$ cat src/core/dotzq_defs.svh
`ifndef DOTZQ_DEFS_SVH
`define DOTZQ_DEFS_SVH

// clock period in ps
`define DOTZQ_TCK_PS 8000
// asynchronous on/off windows in ps
`define DOTZQ_TAONPD_MIN_PS 2000
`define DOTZQ_TAONPD_MAX_PS 8500
`define DOTZQ_TAOFPD_MIN_PS 2000
`define DOTZQ_TAOFPD_MAX_PS 8500
// least times round up, longest times round down, never below one cycle
`define DOTZQ_CYC_UP(ps) ((((ps) + `DOTZQ_TCK_PS - 1) / `DOTZQ_TCK_PS) < 1 ? 1 : (((ps) + `DOTZQ_TCK_PS - 1) / `DOTZQ_TCK_PS))
`define DOTZQ_CYC_DN(ps) (((ps) / `DOTZQ_TCK_PS) < 1 ? 1 : ((ps) / `DOTZQ_TCK_PS))
`define DOTZQ_AONPD_MIN_CYC `DOTZQ_CYC_UP(`DOTZQ_TAONPD_MIN_PS)
`define DOTZQ_AONPD_MAX_CYC `DOTZQ_CYC_DN(`DOTZQ_TAONPD_MAX_PS)
`define DOTZQ_AOFPD_MIN_CYC `DOTZQ_CYC_UP(`DOTZQ_TAOFPD_MIN_PS)
`define DOTZQ_AOFPD_MAX_CYC `DOTZQ_CYC_DN(`DOTZQ_TAOFPD_MAX_PS)
// entry and exit guard times in clocks
`define DOTZQ_TCPDED_CYC 16'h0001
`define DOTZQ_TXPDLL_CYC 16'h000A
`define DOTZQ_TRFC_CYC 16'h0104
// calibration windows in clocks
`define DOTZQ_TZQINIT_CYC 16'h0200
`define DOTZQ_TZQOPER_CYC 16'h0100
`define DOTZQ_TZQCS_CYC 16'h0040
// offsets between write latency and odt latencies
`define DOTZQ_ODTL_SUB 5'h02
`define DOTZQ_ANPD_SUB 5'h01
`define DOTZQ_AL_MAX 5'h1F
`define DOTZQ_PIPE_W 32
`define DOTZQ_FROZEN_BIT 1'b0

`endif

$ cat src/core/dotzq_pkg.sv
package dotzq_pkg;
  typedef enum logic [3:0] {
    DOTZQ_SYNC = 4'b0001,
    DOTZQ_ENTRY = 4'b0010,
    DOTZQ_ASYNC = 4'b0100,
    DOTZQ_EXIT = 4'b1000
  } dotzq_mode_e;

  typedef enum logic [1:0] {
    DOTZQ_CMD_NONE = 2'b00,
    DOTZQ_CMD_ZQCL = 2'b01,
    DOTZQ_CMD_ZQCS = 2'b10,
    DOTZQ_CMD_REF = 2'b11
  } dotzq_cmd_e;

  typedef struct packed {
    logic odt;
    logic cke;
    dotzq_cmd_e cmd;
    logic dll_slow_exit;
    logic [4:0] wl;
  } dotzq_in_s;

  typedef struct packed {
    logic rtt_on;
    logic rtt_changing;
    logic either_resp;
    logic async_mode;
    logic cal_busy;
    logic cal_update;
  } dotzq_out_s;

  typedef struct packed {
    logic [1:0] phase;
    logic [3:0] cnt;
    logic target;
  } dotzq_async_s;
endpackage : dotzq_pkg

$ cat src/core/dotzq_zq_cal.sv
`timescale 1ns/1ps
`include "dotzq_defs.svh"

module dotzq_zq_cal (
  input wire logic clk,
  input wire logic rst_n,
  input wire dotzq_pkg::dotzq_cmd_e cmd,
  output logic busy,
  output logic update
);
  typedef struct packed {
    logic [15:0] cnt;
    logic busy;
    logic update;
    logic init_done;
  } dotzq_zq_s;

  dotzq_zq_s s_r;
  dotzq_zq_s s_nxt;

  always_comb begin
    s_nxt = s_r;
    s_nxt.update = 1'b0;
    if (s_r.busy) begin
      if (s_r.cnt == 16'h0001) begin
        s_nxt.busy = 1'b0;
        s_nxt.update = 1'b1; // results move to the io only at the end
        s_nxt.cnt = 16'h0000;
      end else begin
        s_nxt.cnt = s_r.cnt - 16'h0001;
      end
    end else if (cmd == dotzq_pkg::DOTZQ_CMD_ZQCL) begin
      s_nxt.busy = 1'b1;
      s_nxt.init_done = 1'b1;
      s_nxt.cnt = s_r.init_done ? `DOTZQ_TZQOPER_CYC : `DOTZQ_TZQINIT_CYC;
    end else if (cmd == dotzq_pkg::DOTZQ_CMD_ZQCS) begin
      s_nxt.busy = 1'b1;
      s_nxt.cnt = `DOTZQ_TZQCS_CYC;
    end
  end

  always_ff @(posedge clk or negedge rst_n) begin
    if (!rst_n) begin
      s_r <= '0;
    end else begin
      s_r <= s_nxt;
    end
  end

  assign busy = s_r.busy;
  assign update = s_r.update;
endmodule : dotzq_zq_cal

$ cat src/core/dotzq_top.sv
`timescale 1ns/1ps
`include "dotzq_defs.svh"

// Operation
// - frozen dll in power-down selects asynchronous timing
// - asynchronous path skips additive latency
// - async turn-on between its min and max
// - async turn-off between its min and max
// - frozen-dll setting allows either response near entry
// - entry window wl-1 before cke low to tcpded
// - refresh in progress extends entry from sync mode to trfc
// - tanpd start excluded, end points included
// - window turn-on within min/max of both
// - window turn-off within min/max of both
// - exit window from cke high to txpdll, with no lead before cke high
// - overlapping windows merge into one
// - long calibration, tzqinit first then tzqoper
// - short calibration within tzqcs
// - no self-started recalibration after self-refresh
// - data outputs high impedance while calibrating
// - synchronous latency wl-2 both ways

module dotzq_top (
  input wire logic clk,
  input wire logic rst_n,
  input wire dotzq_pkg::dotzq_in_s pins,
  output dotzq_pkg::dotzq_out_s stat,
  output logic dq_oe
);
  typedef struct packed {
    dotzq_pkg::dotzq_mode_e mode;
    logic [`DOTZQ_PIPE_W-1:0] odt_hist;
    logic [`DOTZQ_PIPE_W-1:0] sync_pipe;
    dotzq_pkg::dotzq_async_s as;
    logic cke_d;
    logic [15:0] win_cnt;
    logic [15:0] rfc_cnt;
    logic rtt_on;
    logic rtt_changing;
    logic either;
    logic dq_oe;
    logic async_mode;
    logic cal_busy;
    logic cal_update;
  } dotzq_state_s;

  dotzq_state_s s_r;
  dotzq_state_s s_nxt;
  logic cal_busy;
  logic cal_update;

  function automatic logic [4:0] dotzq_sub(input logic [4:0] wl, input logic [4:0] k);
    dotzq_sub = (wl > k) ? wl - k : 5'h00;
  endfunction : dotzq_sub

  function automatic logic dotzq_pick(input logic [`DOTZQ_PIPE_W-1:0] v, input logic [4:0] idx);
    dotzq_pick = v[idx];
  endfunction : dotzq_pick

  // recalibration only by explicit command, never on self-refresh exit
  dotzq_zq_cal u_cal (
    .clk(clk),
    .rst_n(rst_n),
    .cmd(pins.cmd),
    .busy(cal_busy),
    .update(cal_update)
  );

  logic [4:0] odtl;
  logic [4:0] anpd;
  logic frozen_sel;
  logic odt_ahead;
  logic cke_fall;
  logic cke_rise;
  logic sync_rtt;

  always_comb begin
    odtl = dotzq_sub(pins.wl, `DOTZQ_ODTL_SUB);
    anpd = dotzq_sub(pins.wl, `DOTZQ_ANPD_SUB);
    frozen_sel = (pins.dll_slow_exit == `DOTZQ_FROZEN_BIT);
    cke_fall = s_r.cke_d && !pins.cke;
    cke_rise = !s_r.cke_d && pins.cke;
    // odt seen wl-1 clocks back already rode the synchronous pipe; the
    // tanpd start cycle itself is excluded from the window
    odt_ahead = dotzq_pick(s_r.odt_hist, anpd);
    sync_rtt = dotzq_pick(s_r.sync_pipe, odtl);
  end

  always_comb begin
    s_nxt = s_r;
    s_nxt.cke_d = pins.cke;
    s_nxt.odt_hist = {s_r.odt_hist[`DOTZQ_PIPE_W-2:0], pins.odt};
    s_nxt.sync_pipe = {s_r.sync_pipe[`DOTZQ_PIPE_W-2:0], pins.odt};
    if (pins.cmd == dotzq_pkg::DOTZQ_CMD_REF) begin
      s_nxt.rfc_cnt = `DOTZQ_TRFC_CYC;
    end else if (s_r.rfc_cnt != 16'h0000) begin
      s_nxt.rfc_cnt = s_r.rfc_cnt - 16'h0001;
    end
    if (s_r.win_cnt != 16'h0000) begin
      s_nxt.win_cnt = s_r.win_cnt - 16'h0001;
    end
    case (s_r.mode)
      dotzq_pkg::DOTZQ_SYNC: begin
        if (cke_fall && frozen_sel) begin
          s_nxt.mode = dotzq_pkg::DOTZQ_ENTRY;
          // end point included: count tcpded, or trfc if refresh still runs
          s_nxt.win_cnt = (s_r.rfc_cnt > `DOTZQ_TCPDED_CYC) ? s_r.rfc_cnt : `DOTZQ_TCPDED_CYC;
        end
      end
      dotzq_pkg::DOTZQ_ENTRY: begin
        if (cke_rise) begin
          s_nxt.mode = dotzq_pkg::DOTZQ_EXIT; // merged windows
          s_nxt.win_cnt = (s_r.win_cnt > `DOTZQ_TXPDLL_CYC) ? s_r.win_cnt : `DOTZQ_TXPDLL_CYC;
        end else if (s_r.win_cnt == 16'h0000) begin
          s_nxt.mode = dotzq_pkg::DOTZQ_ASYNC;
        end
      end
      dotzq_pkg::DOTZQ_ASYNC: begin
        if (cke_rise) begin
          s_nxt.mode = dotzq_pkg::DOTZQ_EXIT;
          s_nxt.win_cnt = `DOTZQ_TXPDLL_CYC;
        end
      end
      dotzq_pkg::DOTZQ_EXIT: begin
        if (cke_fall && frozen_sel) begin
          s_nxt.mode = dotzq_pkg::DOTZQ_ENTRY;
          s_nxt.win_cnt = (s_r.win_cnt > `DOTZQ_TCPDED_CYC) ? s_r.win_cnt : `DOTZQ_TCPDED_CYC;
        end else if (s_r.win_cnt == 16'h0000) begin
          s_nxt.mode = dotzq_pkg::DOTZQ_SYNC;
        end
      end
      default: begin
        s_nxt.mode = dotzq_pkg::DOTZQ_SYNC;
      end
    endcase

    // async engine follows the raw odt input, no additive latency
    if (pins.odt != s_r.as.target) begin
      s_nxt.as.target = pins.odt;
      s_nxt.as.phase = 2'b01;
      s_nxt.as.cnt = 4'h0;
    end else if (s_r.as.phase != 2'b00) begin
      s_nxt.as.cnt = s_r.as.cnt + 4'h1;
    end

    s_nxt.rtt_changing = 1'b0;
    s_nxt.either = (s_r.mode == dotzq_pkg::DOTZQ_ENTRY) || (s_r.mode == dotzq_pkg::DOTZQ_EXIT)
                   || (frozen_sel && s_r.mode == dotzq_pkg::DOTZQ_SYNC && !pins.cke
                       && odt_ahead != pins.odt);
    if (s_r.mode == dotzq_pkg::DOTZQ_SYNC) begin
      s_nxt.rtt_on = sync_rtt;
    end else if (s_r.mode == dotzq_pkg::DOTZQ_ASYNC) begin
      // resistor starts moving at min and settles by max
      if (s_r.as.phase != 2'b00) begin
        if (s_r.as.target) begin
          s_nxt.rtt_changing = (s_r.as.cnt >= 4'(`DOTZQ_AONPD_MIN_CYC - 1));
          if (s_r.as.cnt >= 4'(`DOTZQ_AONPD_MAX_CYC - 1)) begin
            s_nxt.rtt_on = 1'b1;
            s_nxt.as.phase = 2'b00;
          end
        end else begin
          s_nxt.rtt_changing = (s_r.as.cnt >= 4'(`DOTZQ_AOFPD_MIN_CYC - 1));
          if (s_r.as.cnt >= 4'(`DOTZQ_AOFPD_MAX_CYC - 1)) begin
            s_nxt.rtt_on = 1'b0;
            s_nxt.as.phase = 2'b00;
          end
        end
      end
    end else begin
      // in a window the first move waits until both paths reach the target, and the
      // settle also waits out the async max, which covers both bounds
      if (sync_rtt == s_r.as.target && s_r.as.phase != 2'b00) begin
        s_nxt.rtt_changing = 1'b1;
      end
      if (sync_rtt == s_r.as.target && s_r.as.cnt >= 4'(`DOTZQ_AONPD_MAX_CYC - 1)) begin
        s_nxt.rtt_on = s_r.as.target;
        s_nxt.as.phase = 2'b00;
      end
    end
    if (cal_busy) begin
      s_nxt.rtt_on = 1'b0; // termination held off while calibrating
    end
    s_nxt.dq_oe = 1'b0; // this block never drives dq; quiet during calibration
    s_nxt.async_mode = (s_nxt.mode == dotzq_pkg::DOTZQ_ASYNC);
    // status trails the engine one clock so every output leaves a flop
    s_nxt.cal_busy = cal_busy;
    s_nxt.cal_update = cal_update;
  end

  always_ff @(posedge clk or negedge rst_n) begin
    if (!rst_n) begin
      s_r <= '{mode: dotzq_pkg::DOTZQ_SYNC, default: '0};
    end else begin
      s_r <= s_nxt;
    end
  end

  // one driver for the whole status word
  assign stat = '{rtt_on: s_r.rtt_on, rtt_changing: s_r.rtt_changing, either_resp: s_r.either,
                  async_mode: s_r.async_mode, cal_busy: s_r.cal_busy, cal_update: s_r.cal_update};
  assign dq_oe = s_r.dq_oe;
endmodule : dotzq_top

$ cat config.mk
export PLATFORM = sky130hd
export DESIGN_NAME = dotzq_top
export DESIGN_NICKNAME = d
export VERILOG_FILES = /design/src/core/dotzq_pkg.sv /design/src/core/dotzq_zq_cal.sv /design/src/core/dotzq_top.sv
export VERILOG_INCLUDE_DIRS = /design/src /design/src/core
export SDC_FILE = /design/constraint.sdc
export NUM_CORES = 1
export LEC_CHECK = 0
export BUFFER_PORTS_ARGS = -buffer_cell sky130_fd_sc_hd__buf_4
export CAP_MARGIN = 20
export CORE_ASPECT_RATIO = 0.8
export CORE_UTILIZATION = 40
export DETAILED_ROUTE_END_ITERATION = 16
export SETUP_SLACK_MARGIN = 0.3
export SLEW_MARGIN = 0
export SYNTH_ARGS = -nofsm -noshare
export SYNTH_HDL_FRONTEND = slang
export SYNTH_SLANG_ARGS = --single-unit
$ cat constraint.sdc
create_clock -name clk -period 3 [get_ports clk]
set_input_delay 0 -clock clk [delete_from_list [all_inputs] [get_ports clk]]
set_output_delay 0 -clock clk [all_outputs]
set_load 0.05 [all_outputs]
==> out/results.ini, run 1 <==
[placed_design]
gp_congestion = 0.920
dpl_cell_area_mm2 = 0.00572
dp.cells = 727
dp_slack_ns = 0.318
place_hpwl_um = 8720
io_buffers = 17

[floorplanning]
num_rows = 37
io_pins = 19
fp.dieH_um = 106
die_w_um = 132
start_util_pct = 41.5
core_mm2 = 0.0131
dieArea_mm2 = 0.0140

[route]
wl_um = 12200
drt_iter0_markers = 418
drt-wirelength-per-cell_um = 16.4
vias = 4333
drtPass1Iterations = 6
via_per_inst = 5.81
drc = 0
antenna_left = 0

[timing]
worst_pin_slew_ns = 0.831
finalHoldWorstSlack_ns = 0.0785
setup_viol = 0
setup-tns-final_ns = 0
rsz0062_at_grt = false
fin_crit_sh_pct = 84.8
setup_ws_ns = 0.455
hold_viol = 0
fin_skew_ns = 0.00869
relSlewSlack_pct = 44.4
max_freq_ghz = 0.393
slew_violations = 0
fin_crit_ns = 2.55

[synth]
async_flop_share_pct = 100
ys.flop_type = dfrtp_1
yosysMostFrequentCell = dfrtp_1
synth_top_area_share_pct = 44.3
synth.area.top_cells = dfrtp_1, ha_1, nor2_1
synthTopCellsByCount = dfrtp_1, nor2_1, nand2_1, o21ai_0, a21oi_1
synth_edf_count = 0
ys_types = 80
yosysWarnings = 0
synth_top_cell_by_area = dfrtp_1
synth_seq_cells = 97
syn_nets = 577
postSynthAreaPerCell_um2 = 9.89
yosysSeqAreaShare_pct = 44.8
synthesis.area_mm2 = 0.00542
syn-instance-count = 548

[global_routing]
grt_usage_pct = 18.9
grt_pass1_vias = 4144
grt_max_degree = 66
grt_pass1_wl_um = 21300
antenna_found_initial = 0
grt_overflow = 0

[final_layout]
fin_nets = 595
drive_gt1_share_pct = 15.1
diodes = 0
syn2layout_area_growth_pct = 11.7
seq_area_mm2 = 0.00243
final.fill_count = 1250
fin_util_pct = 46.4
fin_cells = 746
stdcell_area_mm2 = 0.00606
multi_input_area_mm2 = 0.00278

[clocking]
cts_sinks = 97
cts.htree.levels = 3
cts_buffers = 9
cts_buffer_depth = 2
clkSlewWorstSetupHoldPaths_ns = 0.07
clk_latency_ns = 0.35
tritoncts = built
cts.root.buffer_cell = clkbuf_16

[critical_path]
path_class = reg2reg
critPathBufInv = 1
cp_cell_sequence = nor4_2 -> nor4b_2 -> and2b_1 -> and4b_1 -> nand2b_2 -> buf_4 -> a21oi_1 -> o21ai_1 -> o311ai_0
worstPathArrival_ns = 2.76
r2r_cells = 9
cp-end-kind = flip-flop
cpPeakStageDelay_ns = 0.42
critPathLaunchType = flip-flop
cp_max_fo = 11
cp.required_ns = 3.21
path_delay_family = simple AND/OR/NAND/NOR gates
cp.depth = 9
worst_path_max_delay_cell = nor4_2

[pwr]
powerDensity_mw_per_mm2 = 729
peakVddDrop_mv = 0.352
power.leakage_nw = 2.57
total_power_mw = 4.42

[worst_hold_path]
whs_path_depth = 4
hp-class = in2reg

[job]
cap_violations = 0

[run_status]
outcome = complete, no violations

[sequential cells by signal (all words and copies together), names as in the netlist]
name,count
u_cal.update,1
s_nxt,31
s_r,41
u_cal.s_r,17
u_cal.busy,1
stat,6
[report_power, final]
group	internal, mW	total, mW	switching, mW
sequential	1.61	1.96	0.354
clock	0.659	1.17	0.512
combinational	0.561	1.28	0.722
total	2.83	4.42	1.59
[layout by cell type (no fill, tap or decap), types with 13 or more instances in the layout]
cell type,Yosys,layout
o21ai_0,39,39
o21ai_1,13,13
a21oi_1,22,22
inv_1,14,14
nor3_1,18,18
nand2_1,45,45
ha_1,17,17
buf_4,11,30
nor2_1,55,55
dfrtp_1,96,96
[worst min-delay path: cells and delay by family]
kind                     cells  cell delay (ns)
AND/OR/NAND/NOR              2             0.15
adder cells (fa/ha/maj)      1             0.14
buffers and inverters        1             0.10
[cells by family after synthesis]
| family | Yosys count | synth area share [%] |
|---|---|---|
| and+or+nand+nor | 202 | 20.0 |
| AOI/OAI and AO/OA | 154 | 20.4 |
| DFF | 97 | 44.8 |
| buffers and inverters | 42 | 4.04 |
| muxes | 20 | 4.32 |
| adders and majority gates | 17 | 3.92 |
| xor gates and xnor gates | 15 | 2.42 |
| other | 1 | 0.0692 |
[area by class of cell]
cell class,instances,area share (%)
clock buffer,10,3.78
clock inverter,6,1.22
inverter,15,0.930
multi-input combinational,409,45.8
sequential,97,40.1
tap,175,3.61
timing repair buffer,34,4.54
[what timing repair did]
action | in CTS | in global routing
endpoints found under the setup margin | 0 | 5
hold endpoints to repair | 65 | 0
resized for setup | 0 | 1
hold buffers | 3 | 0
buffers inserted | 0 | 0
[path summary, 6_finish.rpt]
path                         startpoint  slack (ns)           end
max in group asynchronous         rst_n        1.92       s_r[16]
hold / removal                  pins[6]        0.08  u_cal.s_r[0]
hold reg to reg            u_cal.update        0.35       stat[0]
min in group asynchronous         rst_n        0.29     s_nxt[56]
setup reg to reg           u_cal.s_r[7]        0.45  u_cal.s_r[9]
setup / recovery           u_cal.s_r[7]        0.45  u_cal.s_r[9]
[per-layer routing]
| layer | global-route usage (%) | routed length, um | vias to the layer above |
|---|---|---|---|
| met5 | 0 | 0 | - |
| met4 | 5.48 | 116 | 0 |
| met3 | 3.58 | 641 | 13 |
| met2 | 27.7 | 5260 | 132 |
| met1 | 28.2 | 6210 | 2126 |
| li1 | - | - | 2062 |
(Power assumes the default switching activity.)
==> run 2, diff against run 1 <==
ABC_AREA = 1   (was unset)
clock period = 2.6 ns   (was 3 ns; I/O delays follow)
==> run 2 against run 1 <==
  * Critical path depth grew 3
  * Via count up 14%
  * Fmax grew 19%
  * Wire length up 8.4%
  * Register-to-register slack barely moved
  * Critical endpoint is now s_r[23]
  * First-iteration DRC count rose by 5.3%
  * Largest power group unchanged
  * Cell count up 25%
  * Core utilization decreased by 0.51 points
  * Clock power is 9% higher
  * Clock skew about the same
  * Synthesized area grew 6.4%
==> out/results.ini, run 2 <==
[timing]
worst_pin_slew_ns = 0.552  ; -0.278 ns
fin_skew_ns = 0.00870  ; +0.0000107 ns
setup-tns-final_ns = 0  ; unchanged
slew_violations = 0  ; unchanged
setup_ws_ns = 0.464  ; +0.00907 ns
relSlewSlack_pct = 62.9  ; +19 points
fin_crit_ns = 2.14  ; -0.409 ns
rsz0062_at_grt = false
finalHoldWorstSlack_ns = 0.0466  ; -0.0319 ns
setup_viol = 0  ; unchanged
fin_crit_sh_pct = 82.2  ; -2.7 points
max_freq_ghz = 0.468  ; +19%
hold_viol = 0  ; unchanged

[clocking]
cts.htree.levels = 3  ; unchanged
clkSlewWorstSetupHoldPaths_ns = 0.07  ; about the same
cts_buffer_depth = 2  ; unchanged
tritoncts = built
cts_sinks = 97  ; unchanged
cts_buffers = 9  ; unchanged
clk_latency_ns = 0.35  ; about the same
cts.root.buffer_cell = clkbuf_16

[synth]
yosysSeqAreaShare_pct = 42.1  ; -2.7 points
synthTopCellsByCount = nand2_1, dfrtp_1, nand3_1, inv_1, nor2_1
synth_edf_count = 0  ; unchanged
synth.area.top_cells = dfrtp_1, nand2_1, nand3_1
syn_nets = 763  ; +32%
synth_top_cell_by_area = dfrtp_1
postSynthAreaPerCell_um2 = 7.86  ; -21%
synth_seq_cells = 97  ; unchanged
synthesis.area_mm2 = 0.00577  ; +6.4%
async_flop_share_pct = 100  ; unchanged
syn-instance-count = 734  ; +34%
ys_types = 51  ; -36%
synth_top_area_share_pct = 41.6  ; -2.7 points
yosysMostFrequentCell = nand2_1
yosysWarnings = 0  ; unchanged
ys.flop_type = dfrtp_1

[final_layout]
drive_gt1_share_pct = 14.0  ; -1.0 points
syn2layout_area_growth_pct = 10.0
fin_cells = 935  ; +25%
diodes = 0  ; unchanged
final_common_cell = nand2_1
largest_register_ffs = 41  ; unchanged
top_register = s_r
fin_nets = 779  ; +31%
multi_input_area_mm2 = 0.00281  ; +1.3%
stdcell_area_mm2 = 0.00635  ; +4.8%
fin_util_pct = 45.9  ; -0.51 points
seq_area_mm2 = 0.00243  ; unchanged
final.fill_count = 1337  ; +7.0%
layout_common_cells = nand2_1, dfrtp_1, nand3_1

[route]
drc = 0  ; unchanged
drt_iter0_markers = 440  ; +5.3%
drt-wirelength-per-cell_um = 14.2  ; -14%
wl_um = 13200  ; +8.4%
antenna_left = 0  ; unchanged
via_per_inst = 5.27  ; -9.3%
drtPass1Iterations = 6  ; unchanged
vias = 4928  ; +14%

[placed_design]
dp_slack_ns = 0.450  ; +0.132 ns
io_buffers = 17  ; unchanged
place_hpwl_um = 9810  ; +12%
dpl_cell_area_mm2 = 0.00602  ; +5.3%
gp_congestion = 0.923  ; +0.28%
dp.cells = 915  ; +26%

[critical_path]
path_class = reg2reg
r2r_slack_ns = 0.46  ; about the same
cp_max_fo = 10  ; -1
cp-end-kind = flip-flop
cp_common_cell = nand2_1
r2r_cells = 12  ; +3
cp.required_ns = 2.83  ; -0.38 ns
critPathLaunchType = flip-flop
cp_cell_sequence = inv_2 -> nand2_1 -> nor2_1 -> nand2_2 -> nor2_4 -> o211ai_1 -> nand2_1 -> nand2_1 -> inv_4 -> o21ai_1 -> a31oi_1 -> a21oi_1
worstPathArrival_ns = 2.36  ; -0.40 ns
cpPeakStageDelay_ns = 0.41  ; about the same
worst_path_max_delay_cell = dfrtp_1

[floorplanning]
fp.dieH_um = 109  ; +3.1%
io_pins = 19  ; unchanged
die_w_um = 136  ; +3.1%
num_rows = 38  ; +2.7%
start_util_pct = 41.7  ; +0.18 points
dieArea_mm2 = 0.0149  ; +6.3%
core_mm2 = 0.0138  ; +6.0%

[worst_hold_path]
hp-class = in2reg
whs_path_depth = 4  ; unchanged

[global_routing]
grt_usage_pct = 19.4  ; +0.44 points
grt_overflow = 0  ; unchanged
grt_max_degree = 60  ; -9.1%
grt_pass1_vias = 4698  ; +13%
antenna_found_initial = 0  ; unchanged
grt_pass1_wl_um = 22700  ; +6.6%

[pwr]
power.leakage_nw = 3.07  ; +20%
peakVddDrop_mv = 0.371  ; +5.5%
powerDensity_mw_per_mm2 = 798  ; +9.5%
total_power_mw = 5.07  ; +15%

[run_status]
outcome = complete, no violations

[job]
cap_violations = 0  ; unchanged

-- run 2: cell types whose count changed after synthesis, sizes merged, moves of 10 or more --
cell	delta
a221o	-12
a221oi	-10
inv	+93
mux2i	-11
nand2	+110
nand3	+88
nor2	+13
-- run 2: timing repair --
action,in CTS,in global routing
resized for setup,0,2
buffers inserted,0,0
hold buffers,4,0
endpoints found under the setup margin,0,6
hold endpoints to repair,43,0
-- run 2: final timing paths --
path,from,endpoint
worst max register to register,s_r[36],s_r[23]
min in group asynchronous,rst_n,s_nxt[75]
worst max-delay path,s_r[36],s_r[23]
worst min-delay path,pins[6],u_cal.s_r[0]
max in group asynchronous,rst_n,s_r[18]
worst min register to register,u_cal.update,stat[0]
-- run 2: cell families (layout without fill, tap and decap cells) --
family / count (synthesis) / after routing / synth area share, %
AND/OR/NAND/NOR: 366 / 366 / 31.3
buffers and inverters: 126 / 147 / 9.26
AO/OA/AOI/OAI: 113 / 113 / 11.5
flip-flops: 97 / 97 / 42.1
adder cells (fa/ha/maj): 17 / 17 / 3.69
XOR/XNOR: 14 / 14 / 2.13
other: 1 / 1 / 0.0650
-- run 2: area by class of cell --
cell class	instances	share of cell area (%)
clock buffer	13	4.10
clock inverter	3	0.276
inverter	108	6.46
multi-input combinational	511	44.3
sequential	97	38.3
tap	180	3.55
timing repair buffer	23	3.07
-- run 2: routing by layer --
metal / track usage (%) / share of wire (%)
met2: 28.6 / 41
met3: 4.70 / 6.2
met5: 0 / 0
met1: 28.3 / 52
met4: 4.76 / 0.82
-- run 2: worst max-delay path, delay by kind of cell, from the launching register on --
kind / cells / cell delay (ns)
AND/OR/NAND/NOR: 6 / 0.82
flip-flops: 1 / 0.41
buffers and inverters: 2 / 0.32
AO/OA/AOI/OAI: 4 / 0.46
-- run 2: report_power, final --
group | internal [mW] | leakage, nW | switching [mW]
logic | 0.609 | 1.77 | 1.22
clock network | 0.699 | 0.136 | 0.571
registers | 1.74 | 1.16 | 0.235
